===== src/pkg/scgb_defs.svh =====
`ifndef SCGB_DEFS_SVH
`define SCGB_DEFS_SVH

// system control window base; the slave decodes the low offset bits only
`define SCGB_SYSCTL_BASE    32'h400f_e000
`define SCGB_OFS_W          12

// register byte offsets inside the window
`define SCGB_OFS_SLEEP_GATE 12'h114
`define SCGB_OFS_CTRL       12'h200
`define SCGB_OFS_STATUS     12'h204
`define SCGB_OFS_MASK       12'h208
`define SCGB_OFS_EFFECTIVE  12'h20c

// gate bit positions in the sleep gate word
`define SCGB_POS_COMPARATOR_TWO_GATE      26
`define SCGB_POS_COMPARATOR_ONE_GATE      25
`define SCGB_POS_COMPARATOR_ZERO_GATE      24
`define SCGB_POS_GPT2       18
`define SCGB_POS_GPT1       17
`define SCGB_POS_GPT0       16
`define SCGB_POS_TWI0       12
`define SCGB_POS_SYNC_SERIAL_ZERO_GATE       4
`define SCGB_POS_ASYNC_SERIAL_ONE_GATE      1
`define SCGB_POS_ASYNC_SERIAL_ZERO_GATE      0

// writable bits of the gate, status and mask words; all others read zero
`define SCGB_GATE_RW_MASK   32'h0707_1013
`define SCGB_CTRL_ACG_POS   0

// reset values
`define SCGB_GATE_RESET     32'h0000_0000
`define SCGB_CTRL_RESET     32'h0000_0000
`define SCGB_MASK_RESET     32'h0000_0000

// axi4-lite responses
`define SCGB_RESP_OKAY      2'h0
`define SCGB_RESP_SLVERR    2'h2

`endif


===== src/pkg/scgb_pkg.sv =====
`include "scgb_defs.svh"

package scgb_pkg;

  // one enable per gated unit, highest bit first
  typedef struct packed {
    logic comparator_two_gate;
    logic comparator_one_gate;
    logic comparator_zero_gate;
    logic gp_counter_two_gate;
    logic gp_counter_one_gate;
    logic gp_counter_zero_gate;
    logic two_wire_bus_zero_gate;
    logic sync_serial_zero_gate;
    logic async_serial_one_gate;
    logic async_serial_zero_gate;
  } scgb_units_t;

  // power mode, one-hot
  typedef enum logic [2:0] {
    PM_RUN   = 3'b001,
    PM_SLEEP = 3'b010,
    PM_DEEP  = 3'b100
  } scgb_pmode_t;

  // pick the unit bits out of a register-layout word
  function automatic scgb_units_t scgb_word_to_units(input logic [31:0] w);
    scgb_units_t u;
    u.comparator_two_gate    = w[`SCGB_POS_COMPARATOR_TWO_GATE];
    u.comparator_one_gate    = w[`SCGB_POS_COMPARATOR_ONE_GATE];
    u.comparator_zero_gate   = w[`SCGB_POS_COMPARATOR_ZERO_GATE];
    u.gp_counter_two_gate    = w[`SCGB_POS_GPT2];
    u.gp_counter_one_gate    = w[`SCGB_POS_GPT1];
    u.gp_counter_zero_gate   = w[`SCGB_POS_GPT0];
    u.two_wire_bus_zero_gate = w[`SCGB_POS_TWI0];
    u.sync_serial_zero_gate  = w[`SCGB_POS_SYNC_SERIAL_ZERO_GATE];
    u.async_serial_one_gate  = w[`SCGB_POS_ASYNC_SERIAL_ONE_GATE];
    u.async_serial_zero_gate = w[`SCGB_POS_ASYNC_SERIAL_ZERO_GATE];
    return u;
  endfunction : scgb_word_to_units

  // place unit bits back at their register positions, rest zero
  function automatic logic [31:0] scgb_units_to_word(input scgb_units_t u);
    logic [31:0] w;
    w = 32'h0000_0000;
    w[`SCGB_POS_COMPARATOR_TWO_GATE] = u.comparator_two_gate;
    w[`SCGB_POS_COMPARATOR_ONE_GATE] = u.comparator_one_gate;
    w[`SCGB_POS_COMPARATOR_ZERO_GATE] = u.comparator_zero_gate;
    w[`SCGB_POS_GPT2]  = u.gp_counter_two_gate;
    w[`SCGB_POS_GPT1]  = u.gp_counter_one_gate;
    w[`SCGB_POS_GPT0]  = u.gp_counter_zero_gate;
    w[`SCGB_POS_TWI0]  = u.two_wire_bus_zero_gate;
    w[`SCGB_POS_SYNC_SERIAL_ZERO_GATE]  = u.sync_serial_zero_gate;
    w[`SCGB_POS_ASYNC_SERIAL_ONE_GATE] = u.async_serial_one_gate;
    w[`SCGB_POS_ASYNC_SERIAL_ZERO_GATE] = u.async_serial_zero_gate;
    return w;
  endfunction : scgb_units_to_word

  // byte-lane merge of write data into an old value
  function automatic logic [31:0] scgb_merge_strb(input logic [31:0] old_w,
                                                  input logic [31:0] new_w,
                                                  input logic [3:0]  strb);
    logic [31:0] w;
    w = old_w;
    for (int i = 0; i < 4; i++)
    begin
      if (strb[i])
      begin
        w[i*8 +: 8] = new_w[i*8 +: 8];
      end
    end
    return w;
  endfunction : scgb_merge_strb

endpackage : scgb_pkg


===== src/scgb_top.sv =====
// Function
// gate bit one clocks unit, zero disables
// access to unclocked unit answers bus fault
// all gate bits reset to zero
// sleep register applies only during sleep
// sleep values need auto gating select set
// bits 26..24 gate comparators 2..0
// bits 18..16 gate counters 2..0
// bit 12 gates two-wire bus unit
// bit 4 gates synchronous serial unit
// bits 1..0 gate async serial 1..0
// reserved bits read zero, ignore writes
// software preserves reserved bits on update
// software enables every unit it needs
// register sits at offset 0x114
// gate change reaches enable next cycle
`timescale 1ns/100ps

`include "scgb_defs.svh"

module scgb_top
  import scgb_pkg::*;
(
  input  wire logic        aclk,            // system clock, 40 MHz
  input  wire logic        aresetn,         // synchronous reset, active low
  // axi4-lite slave
  input  wire logic [31:0] s_axi_awaddr,    // write address
  input  wire logic [2:0]  s_axi_awprot,    // write protection, unused
  input  wire logic        s_axi_awvalid,   // write address valid
  output logic             s_axi_awready,   // write address ready
  input  wire logic [31:0] s_axi_wdata,     // write data
  input  wire logic [3:0]  s_axi_wstrb,     // write byte strobes
  input  wire logic        s_axi_wvalid,    // write data valid
  output logic             s_axi_wready,    // write data ready
  output logic [1:0]       s_axi_bresp,     // write response
  output logic             s_axi_bvalid,    // write response valid
  input  wire logic        s_axi_bready,    // write response ready
  input  wire logic [31:0] s_axi_araddr,    // read address
  input  wire logic [2:0]  s_axi_arprot,    // read protection, unused
  input  wire logic        s_axi_arvalid,   // read address valid
  output logic             s_axi_arready,   // read address ready
  output logic [31:0]      s_axi_rdata,     // read data
  output logic [1:0]       s_axi_rresp,     // read response
  output logic             s_axi_rvalid,    // read data valid
  input  wire logic        s_axi_rready,    // read data ready
  // power controller and sibling gate registers, same clock
  input  wire logic        sleep_req,       // core is in sleep
  input  wire logic        deep_sleep_req,  // core is in deep sleep
  input  wire scgb_units_t run_gate_in,     // run-mode enables
  input  wire scgb_units_t deep_gate_in,    // deep-sleep enables
  // peripheral bus side
  input  wire scgb_units_t unit_access,     // per-unit access strobe
  output scgb_units_t      unit_clk_en,     // clock enable per unit
  output logic             bus_fault,       // one-cycle fault pulse
  output scgb_units_t      fault_units,     // units that faulted
  output logic             irq              // level interrupt
);

  localparam int OW = `SCGB_OFS_W;

  // registers
  logic [31:0]  sleep_gate_reg;             // sleep_clock_gate_one
  logic         acg_reg;                    // auto_clock_gating_select
  scgb_units_t  status_reg;                 // sticky fault flags
  scgb_units_t  mask_reg;                   // interrupt mask
  scgb_pmode_t  pmode_reg;                  // current power mode
  scgb_units_t  gate_next;                  // enables for the next cycle

  // write channel holding state
  logic [OW-1:0] aw_addr_reg;               // captured write offset
  logic          aw_held_reg;               // write address captured
  logic [31:0]   w_data_reg;                // captured write data
  logic [3:0]    w_strb_reg;                // captured strobes
  logic          w_held_reg;                // write data captured
  logic          wr_fire;                   // both halves present
  logic          wr_hit;                    // write hits a mapped offset

  // read channel
  logic          rd_fire;                   // read address handshake
  logic [31:0]   rd_word;                   // decoded read value
  logic          rd_hit;                    // read hits a mapped offset

  // fault feedback from the gate unit
  scgb_units_t   fault_units_w;             // faulting units this cycle
  logic          fault_pulse_w;             // any fault this cycle

  assign wr_fire = aw_held_reg && w_held_reg && !s_axi_bvalid;
  assign rd_fire = s_axi_arvalid && s_axi_arready;

  // power mode tracker; deep sleep outranks sleep
  always_ff @(posedge aclk)
  begin
    if (!aresetn)
    begin
      pmode_reg <= PM_RUN;
    end
    else if (deep_sleep_req)
    begin
      pmode_reg <= PM_DEEP;
    end
    else if (sleep_req)
    begin
      pmode_reg <= PM_SLEEP;
    end
    else
    begin
      pmode_reg <= PM_RUN;
    end
  end

  // enable selection: without auto gating the run enables stay in force
  // through every mode, so the sleep word only matters once software opts in
  always_comb
  begin
    gate_next = run_gate_in;
    if (acg_reg)
    begin
      unique case (pmode_reg)
        PM_RUN:   gate_next = run_gate_in;
        PM_SLEEP: gate_next = scgb_word_to_units(sleep_gate_reg);
        PM_DEEP:  gate_next = deep_gate_in;
        default:  gate_next = run_gate_in;      // illegal mode code: fall back to run enables
      endcase
    end
  end

  // per-unit enable and fault checking
  scgb_unit_gate u_gate (
    .aclk        (aclk),
    .aresetn     (aresetn),
    .gate_want   (gate_next),
    .unit_access (unit_access),
    .unit_clk_en (unit_clk_en),
    .fault_pulse (fault_pulse_w),
    .fault_units (fault_units_w)
  );

  assign bus_fault   = fault_pulse_w;
  assign fault_units = fault_units_w;

  // write address channel: ready while nothing is held or answered
  always_ff @(posedge aclk)
  begin
    if (!aresetn)
    begin
      s_axi_awready <= 1'b0;
      aw_held_reg   <= 1'b0;
      aw_addr_reg   <= '0;
    end
    else if (s_axi_awvalid && s_axi_awready)
    begin
      s_axi_awready <= 1'b0;
      aw_held_reg   <= 1'b1;
      aw_addr_reg   <= s_axi_awaddr[OW-1:0];
    end
    else if (wr_fire)
    begin
      aw_held_reg <= 1'b0;                  // consumed by the write
    end
    else if (!aw_held_reg && !s_axi_bvalid)
    begin
      s_axi_awready <= 1'b1;
    end
  end

  // write data channel, independent of the address channel
  always_ff @(posedge aclk)
  begin
    if (!aresetn)
    begin
      s_axi_wready <= 1'b0;
      w_held_reg   <= 1'b0;
      w_data_reg   <= '0;
      w_strb_reg   <= '0;
    end
    else if (s_axi_wvalid && s_axi_wready)
    begin
      s_axi_wready <= 1'b0;
      w_held_reg   <= 1'b1;
      w_data_reg   <= s_axi_wdata;
      w_strb_reg   <= s_axi_wstrb;
    end
    else if (wr_fire)
    begin
      w_held_reg <= 1'b0;
    end
    else if (!w_held_reg && !s_axi_bvalid)
    begin
      s_axi_wready <= 1'b1;
    end
  end

  // write decode; unmapped offsets get slverr and change nothing
  always_comb
  begin
    unique case (aw_addr_reg)
      `SCGB_OFS_SLEEP_GATE, `SCGB_OFS_CTRL,
      `SCGB_OFS_STATUS, `SCGB_OFS_MASK,
      `SCGB_OFS_EFFECTIVE: wr_hit = 1'b1;
      default:             wr_hit = 1'b0;
    endcase
  end

  // write response, one cycle after both halves are held
  always_ff @(posedge aclk)
  begin
    if (!aresetn)
    begin
      s_axi_bvalid <= 1'b0;
      s_axi_bresp  <= `SCGB_RESP_OKAY;
    end
    else if (wr_fire)
    begin
      s_axi_bvalid <= 1'b1;
      s_axi_bresp  <= wr_hit ? `SCGB_RESP_OKAY : `SCGB_RESP_SLVERR;
    end
    else if (s_axi_bvalid && s_axi_bready)
    begin
      s_axi_bvalid <= 1'b0;
    end
  end

  // sleep gate word: only the documented bits can ever hold a one
  always_ff @(posedge aclk)
  begin
    if (!aresetn)
    begin
      sleep_gate_reg <= `SCGB_GATE_RESET;
    end
    else if (wr_fire && aw_addr_reg == `SCGB_OFS_SLEEP_GATE)
    begin
      sleep_gate_reg <= scgb_merge_strb(sleep_gate_reg, w_data_reg,
                                        w_strb_reg) & `SCGB_GATE_RW_MASK;
    end
  end

  // control word: auto gating select lives in bit 0, byte lane 0
  always_ff @(posedge aclk)
  begin
    if (!aresetn)
    begin
      acg_reg <= 1'(`SCGB_CTRL_RESET);
    end
    else if (wr_fire && aw_addr_reg == `SCGB_OFS_CTRL && w_strb_reg[0])
    begin
      acg_reg <= w_data_reg[`SCGB_CTRL_ACG_POS];
    end
  end

  // interrupt mask, same layout as the gate word
  always_ff @(posedge aclk)
  begin
    if (!aresetn)
    begin
      mask_reg <= scgb_word_to_units(`SCGB_MASK_RESET);
    end
    else if (wr_fire && aw_addr_reg == `SCGB_OFS_MASK)
    begin
      mask_reg <= scgb_word_to_units(scgb_merge_strb(scgb_units_to_word(mask_reg),
                                                     w_data_reg, w_strb_reg));
    end
  end

  // sticky fault flags; write one clears, a fault in the same cycle wins
  always_ff @(posedge aclk)
  begin
    if (!aresetn)
    begin
      status_reg <= '0;
    end
    else if (wr_fire && aw_addr_reg == `SCGB_OFS_STATUS)
    begin
      status_reg <= (status_reg & ~scgb_word_to_units(
                       scgb_merge_strb(32'h0000_0000, w_data_reg, w_strb_reg)))
                    | fault_units_w;
    end
    else
    begin
      status_reg <= status_reg | fault_units_w;
    end
  end

  // interrupt level: registered, so it lags a new flag by one cycle
  always_ff @(posedge aclk)
  begin
    if (!aresetn)
    begin
      irq <= 1'b0;
    end
    else
    begin
      irq <= |(status_reg & mask_reg);
    end
  end

  // read decode; reserved bits come back as zero
  always_comb
  begin
    rd_hit  = 1'b1;
    rd_word = 32'h0000_0000;
    unique case (s_axi_araddr[OW-1:0])
      `SCGB_OFS_SLEEP_GATE: rd_word = sleep_gate_reg & `SCGB_GATE_RW_MASK;
      `SCGB_OFS_CTRL:       rd_word = {31'h0000_0000, acg_reg};
      `SCGB_OFS_STATUS:     rd_word = scgb_units_to_word(status_reg);
      `SCGB_OFS_MASK:       rd_word = scgb_units_to_word(mask_reg);
      `SCGB_OFS_EFFECTIVE:  rd_word = scgb_units_to_word(unit_clk_en);
      default:              rd_hit  = 1'b0;
    endcase
  end

  // read channel: one outstanding read, data one cycle after the handshake
  always_ff @(posedge aclk)
  begin
    if (!aresetn)
    begin
      s_axi_arready <= 1'b0;
      s_axi_rvalid  <= 1'b0;
      s_axi_rdata   <= 32'h0000_0000;
      s_axi_rresp   <= `SCGB_RESP_OKAY;
    end
    else if (rd_fire)
    begin
      s_axi_arready <= 1'b0;
      s_axi_rvalid  <= 1'b1;
      s_axi_rdata   <= rd_word;
      s_axi_rresp   <= rd_hit ? `SCGB_RESP_OKAY : `SCGB_RESP_SLVERR;
    end
    else if (s_axi_rvalid && s_axi_rready)
    begin
      s_axi_rvalid <= 1'b0;
    end
    else if (!s_axi_rvalid)
    begin
      s_axi_arready <= 1'b1;
    end
  end

endmodule : scgb_top


===== src/scgb_unit_gate.sv =====
`timescale 1ns/100ps

module scgb_unit_gate
  import scgb_pkg::*;
(
  input  wire logic        aclk,          // system clock
  input  wire logic        aresetn,       // synchronous reset, active low
  input  wire scgb_units_t gate_want,     // enables chosen by the mode logic
  input  wire scgb_units_t unit_access,   // per-unit access strobe this cycle
  output scgb_units_t      unit_clk_en,   // registered clock enables
  output logic             fault_pulse,   // one-cycle bus fault answer
  output scgb_units_t      fault_units    // which units faulted, one cycle
);

  // enables are registered so the external gating cell only ever sees a
  // level that changed just after a rising edge: no glitch on the low phase
  always_ff @(posedge aclk)
  begin
    if (!aresetn)
    begin
      unit_clk_en <= '0;
    end
    else
    begin
      unit_clk_en <= gate_want;
    end
  end

  // an access to a unit whose clock is off is answered with a fault;
  // checked against the enable the unit really has right now
  always_ff @(posedge aclk)
  begin
    if (!aresetn)
    begin
      fault_pulse <= 1'b0;
      fault_units <= '0;
    end
    else
    begin
      fault_units <= unit_access & ~unit_clk_en;
      fault_pulse <= |(unit_access & ~unit_clk_en);
    end
  end

endmodule : scgb_unit_gate

===== config.mk =====
export PLATFORM = sky130hd
export DESIGN_NAME = scgb_top
export DESIGN_NICKNAME = d
export VERILOG_FILES = /design/src/pkg/scgb_pkg.sv /design/src/scgb_top.sv /design/src/scgb_unit_gate.sv
export VERILOG_INCLUDE_DIRS = /design/src /design/src/pkg
export SDC_FILE = /design/constraint.sdc
export NUM_CORES = 1
export LEC_CHECK = 0
export BUFFER_PORTS_ARGS = -buffer_cell sky130_fd_sc_hd__buf_2
export CAP_MARGIN = 20
export CORE_UTILIZATION = 47
export CTS_CLUSTER_DIAMETER = 150
export DETAILED_ROUTE_END_ITERATION = 6
export PLACE_DENSITY = 0.9
export SLEW_MARGIN = 25
export SYNTH_ARGS = -nofsm -noshare
export SYNTH_HDL_FRONTEND = slang
export SYNTH_HIERARCHICAL = 1
export SYNTH_SLANG_ARGS = --single-unit

===== constraint.sdc =====
create_clock -name aclk -period 2.1 [get_ports aclk]
set_input_delay 0.63 -clock aclk [delete_from_list [all_inputs] [get_ports aclk]]
set_output_delay 0.63 -clock aclk [all_outputs]
set_load 0.01 [all_outputs]

==> results.json <==
{
  "outcome": "finished, violations left",
  "violations": "design-rule violations",
  "wl_mm": 11.58,
  "skew_ps": 12.14,
  "min_from": "deep_sleep_req",
  "die_w_um": 99.42,
  "dp_hpwl_mm": 8.856,
  "dp.cells": 730,
  "grt_overflow": 0,
  "cts_inserted_buffers": 9,
  "netlist_area_um2": 4461,
  "core_um2": 9196,
  "antenna_left": 0,
  "antenna_found_initial": 0,
  "fillers": 814,
  "yosys_warnings": 6,
  "crit_arrival_ps": 2030,
  "power_per_cell_area_nw_per_um2": 736.8,
  "ys_ff_latch": 101,
  "grt_use_total_pct": 23.49,
  "rsz0062_at_grt": "no",
  "post-route-period-util_pct": 85.83,
  "start_util_pct": 48.50,
  "area_growth_pct": 18.60,
  "synth-async-reset-ratio_pct": 0,
  "fmax_ghz": 0.5548,
  "htreeDepth": 3,
  "ys.flop_type": "dfxtp_1",
  "root_buffer": "clkbuf_8",
  "worstMarginPinSlew_ps": 686.3,
  "grt_pass1_wl_mm": 18.17,
  "largest_reg_flops": 12,
  "wire_per_inst_um": 15.55,
  "clkLatencyLatePin_ps": 360,
  "cts_tree": "done",
  "synth_compound_area_share_pct": 21.21,
  "relSlewSlack_pct": 53.94,
  "critical_path_class": "flop to flop",
  "io_buffers": 115,
  "cts_sinks": 101,
  "hp-class": "input port to flop",
  "fin_crit_ps": 1802,
  "reg2reg_from": "aw_addr_reg[6]$_SDFFE_PN0P_",
  "critical_path_buf_inv_count": 0,
  "total_leakage_power_uw": 0.002219,
  "viasPerCell": 5.585,
  "place_congestion": 0.8603,
  "fin_ws_ps": 297.6,
  "cp_top_family": "simple AND/OR/NAND/NOR gates",
  "cts_resized": 0,
  "synth-simple-area-share_pct": 21.07,
  "syn_avg_cell_area_um2": 8.545,
  "drtIter0Drc": 265,
  "io_pins": 208,
  "cp.required_ps": 2330,
  "stdcell_count": 745,
  "cp-start-kind": "flop",
  "clkTransAtPathRegs_ps": 100,
  "ir_drop_v": 0.0003708,
  "drc": 2,
  "layout_commonest_cell": "buf_2",
  "ys_types": 50,
  "synth_xor_area_share_pct": 0,
  "clk_path_buf_depth": 2,
  "die_area_um2": 9884,
  "row_count": 35,
  "finalHoldViolCount": 0,
  "final_cell_mix": "115 x buf_2, 101 x dfxtp_1, 98 x nand2_1, 56 x a21oi_1, 24 x conb_1",
  "final_nets": 775,
  "synth_edf_count": 0,
  "synthAdderAreaFrac_pct": 0,
  "vias": 4161,
  "slew_viol_final": 0,
  "endpoint_kind": "flop",
  "synth_top_family_by_area": "compound AO/OA/AOI/OAI gates",
  "setup_viol": 0,
  "drive_gt1_share_pct": 23.97,
  "ctsHoldBuffers": 0,
  "cpMaxStageDelayCell": "nand4_1",
  "ys_seq_area_share_pct": 45.33,
  "grt_max_degree": 47,
  "post-place-ws_ps": 98.17,
  "diodes": 0,
  "first_pass_iters": 7,
  "grt_pass1_vias": 3659,
  "muxShareOfSynthArea_pct": 4.488,
  "maxCapViolCount": 0,
  "critPathLaunch": "aw_addr_reg[6]$_SDFFE_PN0P_",
  "fin_tns_setup_ps": 0,
  "critical-path-max-stage-delay_ps": 460,
  "cts_setup_buffers": 0,
  "syn_inst": 522,
  "worstPathMaxFanout": 10,
  "path_cells": "nor4_1, nand4_1, o31ai_1, a21oi_1",
  "die_h_um": 99.42
}
==> report_power, final <==
group | switching (uW) | internal, uW | leakage, uW
Clock | 644 | 792 | 0.000117
Combinational | 223 | 167 | 0.00128
Sequential | 81.3 | 1990 | 0.000826
==> worst register-to-register path, cell delays in order, from the launching register on <==
cell and delay, ps:
dfxtp_1 360, nor4_1 370, nand4_1 460, o31ai_1 390
a21oi_1 100
==> area by class of cell <==
| class | instances | area [um2] | area share [%] |
|---|---|---|---|
| clock buffers | 10 | 127.6 | 2.412 |
| flip-flops and latches | 101 | 2022 | 38.22 |
| inverters | 16 | 60.06 | 1.135 |
| repair buffers | 126 | 658.1 | 12.44 |
| well taps | 111 | 138.9 | 2.625 |
| multi-input cells | 376 | 2176 | 41.13 |
| clock inverters | 5 | 107.6 | 2.034 |
==> synthesized netlist by cell type, drive strengths merged (6+ instances only) <==
| master | n | area (um2) |
|---|---|---|
| o31ai | 7 | 52.55 |
| nand4 | 14 | 93.84 |
| nand2 | 98 | 367.9 |
| nor3 | 13 | 70.07 |
| dfxtp | 101 | 2022 |
| nand2b | 6 | 37.54 |
| a21oi | 56 | 280.3 |
| a22o | 22 | 192.7 |
| nor3b | 6 | 65.06 |
| o21ai | 27 | 135.1 |
| buf | 31 | 210.2 |
| mux2i | 20 | 200.2 |
| nor2 | 19 | 71.32 |
| a22oi | 11 | 82.58 |
| and2 | 13 | 81.33 |
| clkbuf | 21 | 78.83 |
| inv | 14 | 52.55 |
| o22a | 9 | 78.83 |
==> cell families (layout without fill, tap and decap cells) <==
kind of cell    Yosys count  after routing
simple gates            186            186
other cells               1             24
flops                   101            101
buf+inv                  68            157
compound gates          146            146
mux                      20             20
==> per-stage QoR <==
| step | hold WS (ps) | total power (uW) | instance area (um2) | utilization, % |
|---|---|---|---|---|
| floorplan | 447.7 | 2355 | 4547 | - |
| global placement | 431.5 | 2482 | 5055 | 54.97 |
| detailed placement | 442.4 | 2500 | 5055 | 54.97 |
| CTS | 431.8 | 3905 | 5290 | 57.52 |
| global route | 430.1 | 4030 | 5290 | 57.52 |
| finish | 441.2 | 3898 | 5290 | 57.52 |
==> layer usage <==
layer,up-vias,routed length (um),GRT usage [%],share of wire [%]
met5,-,0,0,0
met4,0,336,9.615,2.9
met3,32,775,4.989,6.7
met2,207,5414,37.82,47
met1,1908,5057,30.71,44
li1,2014,-,-,-
==> final timing paths <==
| path | endpoint | slack (ps) | depth (start not counted) |
|---|---|---|---|
| worst max-delay path | mask_reg[4]$_SDFFE_PN0P_ | 300 | 4 |
| worst min-delay path | pmode_reg[1]$_SDFF_PP0_ | 440 | 2 |
| worst max register to register | mask_reg[4]$_SDFFE_PN0P_ | 300 | 4 |
| worst min register to register | s_axi_rdata[16]$_SDFFE_PN0P_ | 450 | 2 |
(Power assumes the default switching activity.)
